`config.mk`:
```
export PLATFORM = sky130hd
export DESIGN_NAME = fbps_host_ctrl
export DESIGN_NICKNAME = d
export VERILOG_FILES = /design/src/hdl/fbps_buf_mem.v /design/src/hdl/fbps_host_ctrl.v
export VERILOG_INCLUDE_DIRS = /design/src /design/src/hdl
export SDC_FILE = /design/constraint.sdc
export NUM_CORES = 1
export LEC_CHECK = 0
export BUFFER_PORTS_ARGS = -buffer_cell sky130_fd_sc_hd__buf_2
export CAP_MARGIN = 20
export CORE_MARGIN = 10
export CORE_UTILIZATION = 25
export CTS_BUF_LIST = sky130_fd_sc_hd__clkbuf_4
export CTS_CLUSTER_DIAMETER = 60
export CTS_CLUSTER_SIZE = 8
export DETAILED_ROUTE_END_ITERATION = 10
export GPL_TIMING_DRIVEN = 0
export PLACE_DENSITY = 0.44
export SLEW_MARGIN = 10
export SYNTH_ARGS = -nofsm -noshare
export SYNTH_HDL_FRONTEND = slang
export SYNTH_SLANG_ARGS = --single-unit
```
`constraint.sdc`:
```
create_clock -name clock -period 2.8 [get_ports clock]
set_input_delay 0.14 -clock clock [delete_from_list [all_inputs] [get_ports clock]]
set_output_delay 0.14 -clock clock [all_outputs]
set_load 0.01 [all_outputs]
```
`src/hdl/fbps_map.vh`:
```
// Constants for the buffered-program flash host controller.
// Assumes it is included by its bare name from the design files.
`ifndef FBPS_MAP_VH
`define FBPS_MAP_VH

// ****
// Register word indices (byte offset = index * 4) and opcodes
// ****
`define FBPS_REG_CTRL 3'h0
`define FBPS_REG_ADDR 3'h1
`define FBPS_REG_DATA 3'h2
`define FBPS_REG_COUNT 3'h3
`define FBPS_REG_BUF 3'h4
`define FBPS_REG_STATUS 3'h5
`define FBPS_REG_RDATA 3'h6

`define FBPS_OP_READ 4'h0
`define FBPS_OP_BUFPROG 4'h1
`define FBPS_OP_PSUSP 4'h2
`define FBPS_OP_PRESUME 4'h3
`define FBPS_OP_ERESUME 4'h4
`define FBPS_OP_ESUSP 4'h5
`define FBPS_OP_ASEL 4'h6
`define FBPS_OP_RESET 4'h7
`define FBPS_OP_ABORTRST 4'h8
`define FBPS_OP_ACCEL 4'h9
`define FBPS_OP_HVREAD 4'hA
`define FBPS_OP_HVOFF 4'hB

// ****
// Flash commands, status bit positions and limits
// ****
`define FBPS_CMD_LOAD 16'h0025
`define FBPS_CMD_CONFIRM 16'h0029
`define FBPS_CMD_ASEL 16'h0090
`define FBPS_CMD_RESET 16'h00F0
`define FBPS_CMD_SUSPEND 16'h00B0
`define FBPS_CMD_RESUME 16'h0030
`define FBPS_CMD_PROGRAM 16'h00A0
`define FBPS_UNLOCK1_ADDR 22'h000555
`define FBPS_UNLOCK1_DATA 16'h00AA
`define FBPS_UNLOCK2_ADDR 22'h0002AA
`define FBPS_UNLOCK2_DATA 16'h0055

`define FBPS_ST_BUSY 0
`define FBPS_ST_REFUSED 1
`define FBPS_ST_ABORT 2
`define FBPS_ST_TIMEOUT 3
`define FBPS_ST_SUSP 4
`define FBPS_ST_ASEL 5
`define FBPS_ST_IDHV 6
`define FBPS_ST_ACCHV 7
`define FBPS_ST_GUARD 8
`define FBPS_ST_RESUMED 9
`define FBPS_ST_READY 10

`define FBPS_DQ_TOGGLE 6
`define FBPS_DQ_TLIMIT 5
`define FBPS_DQ_ABORT 1
`define FBPS_ID_MASK 22'h00004F
`define FBPS_ID_SEC_SET 22'h000003
`define FBPS_ID_PROT_LOW 12'h002
`define FBPS_SECT_LSB 12
`define FBPS_BUF_WORDS 16
`define FBPS_ACCEL_MAX 4'hA

// ****
// Timing: clock rate, guard times and bus phases
// ****
`define FBPS_CLK_MHZ 10
`define FBPS_ERS_GUARD_US 400
`define FBPS_PRG_GUARD_US 5
`define FBPS_ERS_GUARD_CYC (`FBPS_ERS_GUARD_US * `FBPS_CLK_MHZ)
`define FBPS_PRG_GUARD_CYC (`FBPS_PRG_GUARD_US * `FBPS_CLK_MHZ)
`define FBPS_PH_ADDR 3'h1
`define FBPS_PH_STROBE 3'h2
`define FBPS_PH_RELEASE 3'h5
`define FBPS_PH_END 3'h6

`endif

```
`src/hdl/fbps_buf_mem.v`:
```
// Write buffer memory: one write port, registered read data.
// Assumes a single clock shared with the controller.
`timescale 1ns/100ps

module fbps_buf_mem #(
   parameter DATA_W = 20,
   parameter DEPTH = 16,
   parameter ADDR_W = 4
) (
   // Clock
   input wire clock,
   // Write port
   input wire wrEn,
   input wire [ADDR_W-1:0] wrAddr,
   input wire [DATA_W-1:0] wrData,
   // Read port
   input wire [ADDR_W-1:0] rdAddr,
   output reg [DATA_W-1:0] rdData
);

   reg [DATA_W-1:0] mem [0:DEPTH-1];

   // Store on write, read through a register
   always @(posedge clock) begin
      if (wrEn) begin
         mem[wrAddr] <= wrData;
      end
      rdData <= mem[rdAddr];
   end

endmodule // fbps_buf_mem

```
`src/hdl/fbps_host_ctrl.v`:
```
// Host controller driving a parallel NOR flash through its pins.
// Assumes software on Avalon-MM and a flash on the pins below.
//
// What this block does
// - Wait 400 us from erase resume to suspend
// - Resume and see toggling before new program; the code needs only the resume, and toggling just sets the resumed status bit
// - Wait 5 us from program resume to suspend
// - Unlocks, load 25h, then count minus one
// - Data pairs stay within one A21:4 page
// - Confirm with 29h at same sector address
// - After abort send abort reset to recover
// - Accelerated program skips unlocks; ten in a row per sector
// - High voltage, low bits read manufacturer code
`timescale 1ns/100ps
`include "fbps_map.vh"

module fbps_host_ctrl #(
   parameter ADDR_W = 22,
   parameter DATA_W = 16,
   parameter BUF_AW = 4
) (
   // Clock and reset
   input wire clock,
   input wire rst_n,
   // Avalon-MM slave
   input wire [2:0] avsAddress,
   input wire avsRead,
   input wire avsWrite,
   input wire [31:0] avsWritedata,
   output reg [31:0] avsReaddata,
   output wire avsWaitrequest,
   // Flash bus pins
   output reg [ADDR_W-1:0] flashAddr,
   input wire [DATA_W-1:0] flashDqIn,
   output reg [DATA_W-1:0] flashDqOut,
   output reg flashDqOe,
   output reg flashCeN,
   output reg flashWeN,
   output reg flashOeN,
   input wire readyBusyNPin,
   // High voltage enables
   output reg writeProtectAcceleratePinHv,
   output reg identificationAddressPinHv
);

   localparam S_IDLE = 2'h0;
   localparam S_SEQ = 2'h1;
   localparam S_POLL = 2'h2;
   localparam [11:0] ERS_GUARD = `FBPS_ERS_GUARD_CYC;
   localparam [11:0] PRG_GUARD = `FBPS_PRG_GUARD_CYC;
   localparam [4:0] BUF_MAX = `FBPS_BUF_WORDS;

   // ****
   // Functions
   // ****
   // Program-type commands that end in a busy poll
   function isProgram;
      input [3:0] op;
      begin
         isProgram = (op == `FBPS_OP_BUFPROG) || (op == `FBPS_OP_ACCEL)
            || (op == `FBPS_OP_PRESUME);
      end
   endfunction

   // Address for a high-voltage identification read
   function [21:0] idAddress;
      input [21:0] a;
      input [1:0] sel;
      begin
         case (sel)
            2'h0: idAddress = a & ~`FBPS_ID_MASK;
            2'h1: idAddress = {a[21:12], `FBPS_ID_PROT_LOW};
            2'h2: idAddress = (a & ~`FBPS_ID_MASK) | `FBPS_ID_SEC_SET;
            default: idAddress = a;
         endcase
      end
   endfunction

   // ****
   // State
   // ****
   reg [1:0] stateQ;
   reg [3:0] cmdQ;
   reg [4:0] stepQ;
   reg [2:0] busPhQ;
   reg opReadQ;
   reg [DATA_W-1:0] dqS1Q, dqS2Q, rdCapQ, firstStatQ, rdDataQ;
   reg rbS1Q, rbS2Q;
   reg pollNQ;
   reg [ADDR_W-1:0] addrQ;
   reg [DATA_W-1:0] dataQ;
   reg [4:0] countQ;
   reg [1:0] idSelQ;
   reg suspendedQ, autoselQ, suspReqQ, resumedQ;
   reg refusedQ, abortErrQ, timeoutErrQ;
   reg [11:0] guardQ;
   reg [9:0] accelSectQ;
   reg [3:0] accelCntQ;
   reg rdAckQ;
   wire [19:0] bufRd;
   wire [4:0] bufIdx = stepQ - 5'h04;
   wire busDone = (busPhQ == `FBPS_PH_END);
   wire toggled = firstStatQ[`FBPS_DQ_TOGGLE] ^ rdCapQ[`FBPS_DQ_TOGGLE];
   wire [3:0] newOp = avsWritedata[3:0];
   wire ctrlWr = avsWrite && (avsAddress == `FBPS_REG_CTRL);
   wire sameSect = (addrQ[21:`FBPS_SECT_LSB] == accelSectQ);
   reg [ADDR_W-1:0] sAddr;
   reg [DATA_W-1:0] sData;
   reg sRead, sLast, cmdOk;

   // Write buffer: {page offset, data} per entry
   fbps_buf_mem #(
      .DATA_W(20),
      .DEPTH(`FBPS_BUF_WORDS),
      .ADDR_W(BUF_AW)
   ) bufMem (
      .clock(clock),
      .wrEn(avsWrite && (avsAddress == `FBPS_REG_BUF)),
      .wrAddr(avsWritedata[23:20]),
      .wrData(avsWritedata[19:0]),
      .rdAddr(bufIdx[3:0]),
      .rdData(bufRd)
   );

   // ****
   // Bus cycle of the current step
   // ****
   always @* begin
      sRead = 1'b0;
      sLast = 1'b0;
      sAddr = addrQ;
      sData = 16'h0000;
      if (stateQ == S_POLL) begin
         sRead = 1'b1;
         sLast = 1'b1;
      end else if (((cmdQ == `FBPS_OP_BUFPROG) || (cmdQ == `FBPS_OP_ASEL)
            || (cmdQ == `FBPS_OP_ABORTRST)) && (stepQ < 5'h02)) begin
         sAddr = stepQ[0] ? `FBPS_UNLOCK2_ADDR : `FBPS_UNLOCK1_ADDR;
         sData = stepQ[0] ? `FBPS_UNLOCK2_DATA : `FBPS_UNLOCK1_DATA;
      end else begin
         case (cmdQ)
            `FBPS_OP_READ: begin
               sRead = 1'b1;
               sLast = 1'b1;
            end
            `FBPS_OP_HVREAD: begin
               sRead = 1'b1;
               sLast = 1'b1;
               sAddr = idAddress(addrQ, idSelQ);
            end
            `FBPS_OP_BUFPROG: begin
               if (stepQ == 5'h02) begin
                  sData = `FBPS_CMD_LOAD;
               end else if (stepQ == 5'h03) begin
                  sData = {11'h000, countQ - 5'h01};
               end else if (stepQ == countQ + 5'h04) begin
                  sData = `FBPS_CMD_CONFIRM;
                  sLast = 1'b1;
               end else begin
                  sAddr = {addrQ[21:4], bufRd[19:16]};
                  sData = bufRd[15:0];
               end
            end
            `FBPS_OP_PSUSP, `FBPS_OP_ESUSP: begin
               sData = `FBPS_CMD_SUSPEND;
               sLast = 1'b1;
            end
            `FBPS_OP_PRESUME, `FBPS_OP_ERESUME: begin
               sData = `FBPS_CMD_RESUME;
               sLast = 1'b1;
            end
            `FBPS_OP_ACCEL: begin
               sData = stepQ[0] ? dataQ : `FBPS_CMD_PROGRAM;
               sLast = stepQ[0];
            end
            `FBPS_OP_ASEL: begin
               sAddr = `FBPS_UNLOCK1_ADDR;
               sData = `FBPS_CMD_ASEL;
               sLast = 1'b1;
            end
            default: begin
               sData = `FBPS_CMD_RESET;
               sLast = 1'b1;
            end
         endcase
      end
   end

   // ****
   // Command legality when idle
   // ****
   always @* begin
      case (newOp)
         `FBPS_OP_BUFPROG: cmdOk = !suspendedQ && !autoselQ
            && (countQ != 5'h00) && (countQ <= BUF_MAX);
         `FBPS_OP_ACCEL: cmdOk = !suspendedQ && !autoselQ
            && !identificationAddressPinHv
            && !(sameSect && (accelCntQ >= `FBPS_ACCEL_MAX));
         `FBPS_OP_PRESUME: cmdOk = suspendedQ;
         `FBPS_OP_ESUSP: cmdOk = (guardQ == 12'h000);
         `FBPS_OP_HVREAD: cmdOk = !writeProtectAcceleratePinHv;
         `FBPS_OP_READ, `FBPS_OP_ERESUME,
         `FBPS_OP_ASEL, `FBPS_OP_RESET, `FBPS_OP_ABORTRST: cmdOk = 1'b1;
         default: cmdOk = 1'b0;
      endcase
   end

   // Register answers one cycle after a read is presented
   assign avsWaitrequest = avsRead && !rdAckQ;

   // ****
   // Sequencer, bus engine and register file
   // ****
   always @(posedge clock) begin
      if (!rst_n) begin
         stateQ <= S_IDLE;
         cmdQ <= `FBPS_OP_READ;
         stepQ <= 5'h00;
         busPhQ <= 3'h0;
         opReadQ <= 1'b0;
         dqS1Q <= 16'h0000;
         dqS2Q <= 16'h0000;
         rdCapQ <= 16'h0000;
         firstStatQ <= 16'h0000;
         rdDataQ <= 16'h0000;
         rbS1Q <= 1'b1; // Idle pin reads ready
         rbS2Q <= 1'b1;
         pollNQ <= 1'b0;
         addrQ <= 22'h000000;
         dataQ <= 16'h0000;
         countQ <= 5'h00;
         idSelQ <= 2'h0;
         suspendedQ <= 1'b0;
         autoselQ <= 1'b0;
         suspReqQ <= 1'b0;
         resumedQ <= 1'b0;
         refusedQ <= 1'b0;
         abortErrQ <= 1'b0;
         timeoutErrQ <= 1'b0;
         guardQ <= 12'h000;
         accelSectQ <= 10'h000;
         accelCntQ <= 4'h0;
         rdAckQ <= 1'b0;
         avsReaddata <= 32'h00000000;
         flashAddr <= 22'h000000;
         flashDqOut <= 16'h0000;
         flashDqOe <= 1'b0;
         flashCeN <= 1'b1;
         flashWeN <= 1'b1;
         flashOeN <= 1'b1;
         writeProtectAcceleratePinHv <= 1'b0;
         identificationAddressPinHv <= 1'b0;
      end else begin
         // Pin synchronisers
         dqS1Q <= flashDqIn;
         dqS2Q <= dqS1Q;
         rbS1Q <= readyBusyNPin;
         rbS2Q <= rbS1Q;
         if (guardQ != 12'h000) begin
            guardQ <= guardQ - 12'h001;
         end
         // Bus engine: address, strobe, release, end
         if (busPhQ != 3'h0) begin
            busPhQ <= busDone ? 3'h0 : busPhQ + 3'h1;
         end else if (stateQ != S_IDLE) begin
            busPhQ <= `FBPS_PH_ADDR;
         end
         if (busPhQ == `FBPS_PH_ADDR) begin
            flashAddr <= sAddr;
            flashDqOut <= sData;
            flashDqOe <= !sRead;
            opReadQ <= sRead;
         end
         if (busPhQ == `FBPS_PH_STROBE) begin
            flashCeN <= 1'b0;
            flashWeN <= opReadQ;
            flashOeN <= !opReadQ;
         end
         if (busPhQ == `FBPS_PH_RELEASE) begin
            flashWeN <= 1'b1;
            flashOeN <= 1'b1;
            if (opReadQ) begin
               rdCapQ <= dqS2Q;
            end
         end
         if (busDone) begin
            flashCeN <= 1'b1;
            flashDqOe <= 1'b0;
         end
         // Step through a command sequence
         if ((stateQ == S_SEQ) && busDone) begin
            if (!sLast) begin
               stepQ <= stepQ + 5'h01;
            end else begin
               stateQ <= (isProgram(cmdQ) || (cmdQ == `FBPS_OP_PSUSP))
                  ? S_POLL : S_IDLE;
               pollNQ <= 1'b0;
               if (cmdQ == `FBPS_OP_PRESUME) begin
                  suspendedQ <= 1'b0;
                  guardQ <= PRG_GUARD;
               end
               if (cmdQ == `FBPS_OP_ERESUME) begin
                  guardQ <= ERS_GUARD;
               end
               if (cmdQ == `FBPS_OP_ASEL) begin
                  autoselQ <= 1'b1;
               end
               if ((cmdQ == `FBPS_OP_RESET) || (cmdQ == `FBPS_OP_ABORTRST)) begin
                  autoselQ <= 1'b0;
               end
               if (opReadQ) begin
                  rdDataQ <= rdCapQ;
               end
            end
         end
         // Two status reads per poll round
         if ((stateQ == S_POLL) && busDone) begin
            pollNQ <= !pollNQ;
            if (!pollNQ) begin
               firstStatQ <= rdCapQ;
            end else if (!toggled && rbS2Q) begin
               stateQ <= S_IDLE;
               suspReqQ <= 1'b0;
               if (cmdQ == `FBPS_OP_PSUSP) begin
                  suspendedQ <= 1'b1;
               end else begin
                  writeProtectAcceleratePinHv <= 1'b0;
               end
            end else if (!rbS2Q && rdCapQ[`FBPS_DQ_ABORT]) begin
               abortErrQ <= 1'b1;
               cmdQ <= `FBPS_OP_ABORTRST;
               stepQ <= 5'h00;
               stateQ <= S_SEQ;
               writeProtectAcceleratePinHv <= 1'b0;
            end else if (!rbS2Q && rdCapQ[`FBPS_DQ_TLIMIT]) begin
               timeoutErrQ <= 1'b1;
               cmdQ <= `FBPS_OP_RESET;
               stepQ <= 5'h00;
               stateQ <= S_SEQ;
               writeProtectAcceleratePinHv <= 1'b0;
            end else begin
               if (cmdQ == `FBPS_OP_PRESUME) begin
                  resumedQ <= 1'b1;
               end
               if (suspReqQ) begin
                  cmdQ <= `FBPS_OP_PSUSP;
                  stepQ <= 5'h00;
                  stateQ <= S_SEQ;
                  suspReqQ <= 1'b0;
               end
            end
         end
         // Register writes
         if (avsWrite) begin
            case (avsAddress)
               `FBPS_REG_ADDR: addrQ <= avsWritedata[21:0];
               `FBPS_REG_DATA: dataQ <= avsWritedata[15:0];
               `FBPS_REG_COUNT: countQ <= avsWritedata[4:0];
               default: ;
            endcase
         end
         // Control writes launch or refuse a command
         if (ctrlWr) begin
            if (newOp == `FBPS_OP_PSUSP) begin
               if ((stateQ == S_POLL) && isProgram(cmdQ)
                     && (guardQ == 12'h000)) begin
                  suspReqQ <= 1'b1;
               end else begin
                  refusedQ <= 1'b1;
               end
            end else if (stateQ != S_IDLE) begin
               refusedQ <= 1'b1;
            end else if (newOp == `FBPS_OP_HVOFF) begin
               identificationAddressPinHv <= 1'b0;
            end else if (!cmdOk) begin
               refusedQ <= 1'b1;
            end else begin
               cmdQ <= newOp;
               stepQ <= 5'h00;
               stateQ <= S_SEQ;
               idSelQ <= avsWritedata[5:4];
               refusedQ <= 1'b0;
               abortErrQ <= 1'b0;
               timeoutErrQ <= 1'b0;
               suspReqQ <= 1'b0;
               if (isProgram(newOp)) begin
                  resumedQ <= 1'b0;
               end
               if (newOp == `FBPS_OP_HVREAD) begin
                  identificationAddressPinHv <= 1'b1;
               end
               if (newOp == `FBPS_OP_ACCEL) begin
                  writeProtectAcceleratePinHv <= 1'b1;
                  accelSectQ <= addrQ[21:`FBPS_SECT_LSB];
                  accelCntQ <= sameSect ? accelCntQ + 4'h1 : 4'h1;
               end
            end
         end
         // Register reads answer one cycle later
         rdAckQ <= avsRead && !rdAckQ;
         if (avsRead && !rdAckQ) begin
            case (avsAddress)
               `FBPS_REG_CTRL: avsReaddata <= {28'h0000000, cmdQ};
               `FBPS_REG_ADDR: avsReaddata <= {10'h000, addrQ};
               `FBPS_REG_DATA: avsReaddata <= {16'h0000, dataQ};
               `FBPS_REG_COUNT: avsReaddata <= {27'h0000000, countQ};
               `FBPS_REG_STATUS: avsReaddata <= {21'h000000, rbS2Q,
                  resumedQ, (guardQ != 12'h000),
                  writeProtectAcceleratePinHv, identificationAddressPinHv,
                  autoselQ, suspendedQ, timeoutErrQ, abortErrQ, refusedQ,
                  (stateQ != S_IDLE)};
               `FBPS_REG_RDATA: avsReaddata <= {16'h0000, rdDataQ};
               default: avsReaddata <= 32'h00000000;
            endcase
         end
      end
   end

endmodule // fbps_host_ctrl

```
==> flow_summary.ini, run 1 <==
[outcome]
status = finished clean

[sta]
setup_viol = 0
worstMarginPinSlew_ps = 1090
clock-skew-final_ps = 78.5
relSlewSlack_pct = 27.3
slew_violations = 0
worst_slack_ps = 56.2
fmaxAchievable_mhz = 364
min_period_over_period_pct = 98.0
final-hold-violation-count = 0
finalCriticalPeriod_ps = 2740

[setup_path]
critPathMaxFanout = 10
reg2reg_setup_slack_ps = 60
end_kind = flop
crit_path_start_kind = flop
timing.rr.end = rdDataQ[6]
crit_type = reg -> reg
critPathRequiredTime_ps = 3610
ff2ff_path_depth = 10
critPathArrivalTime_ps = 3560
timing.rr.start = countQ[3]

[synthesis]
synth_area_leaders = edfxtp_1 42%, dfxtp_1 22%, mux4_2 4.2%, nand2_1 3.6%, mux2i_1 3.6%
synth-edff-count = 320
yosysUniqueCellTypes = 82
syn_area_um2 = 23000
synth_warnings = 0
synth_commonest_cells = 320 x edfxtp_1, 248 x dfxtp_1, 223 x nand2_1
syn_avg_cell_area_um2 = 12.3
yosysTopAreaCell = edfxtp_1
synth-seq-area-share_pct = 63.3
synth-async-reset-ratio_pct = 0
yosysMostFrequentCell = edfxtp_1
synth_top_area_share_pct = 41.8
netlist_instances = 1871
ys_seq_elements = 568
synthFlopType = edfxtp_1

[placed_design]
post-place-ws_ps = -1070
gp_congestion = 0.872
post_dp_cell_area_um2 = 25400
place_hpwl_mm = 56.4
io_buffers = 112
dp.cells = 3191

[die]
dieArea_um2 = 105000
fp-row-count = 111
io_pins = 133
die_h_um = 323
core_area_um2 = 91500
start_util_pct = 25.1
die_width_um = 323

[detailed_routing]
vias_per_cell = 4.83
initialDrtViolationCount = 1471
vias = 16400
wl_per_cell_um = 22.9
wirelength_mm = 78.1
ant_nets = 0
drc = 0
first_pass_iters = 5

[final_layout]
layoutNonFillerInstCount = 3404
nNetsFinal = 2258
final_area_um2 = 27300
layout-drive-gt1-share_pct = 17.8
area_growth_pct = 18.9

[run]
cap_violations = 0

[cts]
clk_pin_slew_ps = 110
clockBufferDepth = 3
cts_tree = done
htree_num_levels = 3
cts.sinks = 568
clkLatencyLatePin_ps = 910
numCtsBuffers = 81
clock-root-buffer = clkbuf_4

[min_path]
hp-start = avsWritedata[0]
hp-class = in -> reg
min_to = bufMem.mem[14][0]
hold_depth = 2

[global_routing]
grt_pass1_vias = 16600
track_usage_pct = 14.7
antenna_found_initial = 3
grt_overflow = 0
grt_pass1_wl_mm = 114
grt_max_degree = 21

[power]
max-vdd-ir-drop_mv = 0.265
power.total_mw = 15.0
power-per-cell-area_nw_per_um2 = 547
p_leak_nw = 9.14
## metrics by stage
step                setup TNS [ps]  utilization [%]  hold slack [ps]
finish                           0             29.9              202
global route                  -469             29.9              187
CTS                          -3.73             29.7              119
detailed placement          -38770             27.7              353
global placement           -623580             27.4              352
floorplan                        0                -              239
## final cells by class
type,count,area [µm²]
Sequential cell,568,14600
Multi-Input combinational cell,1157,7930
Timing Repair Buffer,228,1750
Fill cell,9378,64200
Antenna cell,1,2.50
Clock inverter,8,75.1
Clock buffer,103,773
Inverter,23,86.3
Buffer,130,671
Tap cell,1186,1480
## timing repair
| item | 4_1_cts | 5_1_grt |
|---|---|---|
| setup endpoints to repair | 85 | 57 |
| cloned | 0 | 1 |
| setup buffers | 1 | 6 |
| hold endpoints to repair | 549 | 0 |
| pin swaps | 1 | 3 |
| gates resized for setup | 16 | 20 |
| hold buffers | 92 | 0 |
## worst max-delay path by stage
| stage | from | end | slack (ps) | depth (start not counted) |
|---|---|---|---|---|
| 2_1_floorplan | avsAddress[0] | bufMem.mem[3][0] | 40 | 4 |
| 3_3_place_gp | avsAddress[0] | bufMem.mem[3][5] | -2810 | 5 |
| 3_5_place_dp | stepQ[0] | flashAddr[2] | -1070 | 10 |
| 4_1_cts | stepQ[2] | flashAddr[3] | -4 | 11 |
| 5_1_grt | countQ[3] | flashDqOut[4] | -60 | 9 |
| 6_report | countQ[3] | rdDataQ[6] | 60 | 10 |
## logic make-up (layout without fill, tap and decap cells)
| family | Yosys count | after routing | synth area share [%] |
|---|---|---|---|
| other | 1 | 11 | 0.0163 |
| AOI/OAI and AO/OA | 427 | 427 | 11.7 |
| xor gates and xnor gates | 33 | 33 | 1.26 |
| DFF | 568 | 568 | 63.3 |
| and+or+nand+nor | 528 | 528 | 11.1 |
| buffers and inverters | 155 | 492 | 3.15 |
| adders and majority gates | 13 | 13 | 0.707 |
| muxes | 146 | 146 | 8.80 |
## sequential cells by signal, summed over array words and instances (netlist names), 2 cells and up
register and flops:
dqS2Q 16, flashAddr 22, flashDqOut 16, stateQ 2, dqS1Q 16, bufMem.rdData 20
countQ 5, dataQ 16, addrQ 22, accelSectQ 10, idSelQ 2, cmdQ 4
accelCntQ 4, rdDataQ 16, busPhQ 3, guardQ 12, avsReaddata 22, stepQ 5
rdCapQ 16, bufMem.mem 320
## metal layers
| layer | track usage, % | routed length (µm) |
|---|---|---|
| met1 | 19.7 | 35400 |
| met2 | 24.1 | 36800 |
| met3 | 2.39 | 3900 |
| met4 | 4.21 | 1930 |
| met5 | 0 | 0 |
## worst max-delay path: stages (launching register included)
cell and delay (ps):
dfxtp_1 510, inv_1 90, ha_1 320, xor2_1 190
nor4_4 360, and3_4 290, a21o_4 180, and2_1 160
buf_6 150, buf_6 180, mux2i_1 200
## where the power goes
part           internal (mW)  switching (mW)
combinational          0.477           0.737
sequential              8.93           0.119
clock                   1.78            2.92
total                   11.2            3.78
## placed cells by master (no fill, tap or decap), drive strengths merged, types with 36 or more instances in the layout
master,n
and2,36
clkbuf,189
mux4,43
o21ai,98
nor2,107
buf,178
a21oi,149
dfxtp,248
edfxtp,320
a22oi,67
nand2,223
dlygate4sd3,92
nand3,38
mux2i,83
Power figures use the tool's default switching activity.
==> run 2: changes to the inputs <==
- CORE_MARGIN: 10 -> not set
- GPL_ROUTABILITY_DRIVEN: not set -> 0
==> run 2 against run 1 <==
Against the previous run:
- the flow now finishes with violations (negative setup slack)
- cell count decreased by 0.53%
- clock-buffer cell count is 1 lower
- largest power group unchanged
- maximum frequency decreased by 2.7%
- non-clock buffer count shrank 12
- first-iteration DRC count shrank 2.2%
- critical endpoint is now flashAddr[11]
- sequential power about the same
- combinational power hardly changed
- die area shrank 11%
- setup slack worse by 77 ps
==> flow_summary.ini, run 2 (synthesized netlist as in run 1, its figures left out) <==
[sta]
worstMarginPinSlew_ps = 1040
slew_violations = 0
setup_viol = 1
min_period_over_period_pct = 101
fin_hold_ws_ps = 151
grt_setup_unrepaired = yes
relSlewSlack_pct = 30.5
final-hold-violation-count = 0
tns_ps = -20.6
finalCriticalPeriod_ps = 2820
fmaxAchievable_mhz = 355
worst_slack_ps = -20.6
clock-skew-final_ps = 69.4

[detailed_routing]
initialDrtViolationCount = 1439
wirelength_mm = 77.7
wl_per_cell_um = 22.9
ant_nets = 0
drc = 0
vias_per_cell = 4.91
vias = 16600
first_pass_iters = 6

[die]
start_util_pct = 25.4
fp-row-count = 110
die_h_um = 305
dieArea_um2 = 93200
die_width_um = 305
core_area_um2 = 90600
io_pins = 133

[placed_design]
place_hpwl_mm = 55.1
post-place-ws_ps = -959
dp.cells = 3181
post_dp_cell_area_um2 = 25400
io_buffers = 112

[power]
max-vdd-ir-drop_mv = 0.315
p_leak_nw = 9.16
power.total_mw = 15.4
power-per-cell-area_nw_per_um2 = 561

[final_layout]
largest_reg_flops = 320
final_area_um2 = 27400
fill_cells = 9204
area_growth_pct = 19.1
nNetsFinal = 2247
largest-register = bufMem.mem
layoutNonFillerInstCount = 3386
utilization_pct = 30.3
layout-drive-gt1-share_pct = 17.9
final_cell_mix = 320 x edfxtp_1, 244 x dfxtp_1, 223 x nand2_1
layout_commonest_cell = edfxtp_1

[setup_path]
critPathBufInv = 1
crit_chain = buf_2 > xor2_1 > a21oi_1 > nor2_1 > o21ai_1 > nand3_1 > a21oi_1
critPathArrivalTime_ps = 3600
cpPeakStageDelay_ps = 660
crit_top_cell = a21oi_1
crit_family = compound AO/OA/AOI/OAI gates
crit_type = reg -> reg
slowest_stage = o21ai_1
crit_path_start_kind = flop
critPathMaxFanout = 10
critPathRequiredTime_ps = 3580
end_kind = flop

[cts]
htree_num_levels = 3
cts_tree = done
cts.sinks = 568
clockBufferDepth = 3
clock-root-buffer = clkbuf_4
numCtsBuffers = 82
clk_pin_slew_ps = 100
clkLatencyLatePin_ps = 910

[global_routing]
grt_max_degree = 21
grt_pass1_wl_mm = 113
antenna_found_initial = 8
grt_overflow = 0
track_usage_pct = 16.5
grt_pass1_vias = 16200

[run]
cap_violations = 0

[min_path]
hp-class = in -> reg

[outcome]
violations = negative setup slack
status = finished with violations
-- run 2: cell types whose count changed in the layout (fill, tap and decap cells not counted), moves of 3 or more --
cell and change:
bufinv_16 +4, nor2_2 -4, nor2_4 +4, dlygate4sd3_1 -4
buf_8 -6, buf_16 +3
-- run 2: layout make-up --
type | instances | area [µm²] | share of cell area [%]
timing repair buffer | 217 | 1670 | 6.09
inverter | 23 | 86.3 | 0.315
sequential | 568 | 14600 | 53.2
buffer | 129 | 662 | 2.42
clock buffer | 102 | 766 | 2.79
clock inverter | 11 | 195 | 0.712
antenna | 3 | 7.51 | 0.0274
multi-input combinational | 1157 | 7960 | 29.0
tap | 1176 | 1470 | 5.37
-- run 2: final timing paths --
path               startpoint       endpoint  slack [ps]  cells after the start
max                   cmdQ[0]  flashAddr[11]         -20                      7
min          avsWritedata[20]      addrQ[20]         150                      4
max reg2reg           cmdQ[0]  flashAddr[11]         -20                      7
min reg2reg             rbS1Q          rbS2Q         430                      1
-- run 2: per-layer routing --
metal,vias up,GRT usage (%),routed length [µm]
met5,-,0,13
met4,2,5.32,2270
met3,132,2.72,4300
met2,574,26.5,35900
met1,8354,22.5,35200
li1,7570,-,-
-- run 2: where the power goes --
| group | internal, mW | switching, mW | total, mW | leakage (nW) |
|---|---|---|---|---|
| registers | 8.93 | 0.121 | 9.05 | 4.90 |
| logic | 0.474 | 0.738 | 1.21 | 3.71 |
| clock network | 2.15 | 2.96 | 5.11 | 0.560 |
-- run 2: timing repair --
| action | 4_1_cts | 5_1_grt |
|---|---|---|
| pin swaps | 1 | 4 |
| endpoints found under the hold margin | 513 | 0 |
| resized for setup | 17 | 21 |
| endpoints found under the setup margin | 75 | 181 |
| cloned | 0 | 0 |
| setup buffers | 1 | 3 |
| hold buffers | 88 | 0 |
-- run 2: worst min-delay path, cell delays in order --
cell           delay, ps
dlygate4sd3_1        570
buf_2                190
nand2_1               70
a21oi_1               50
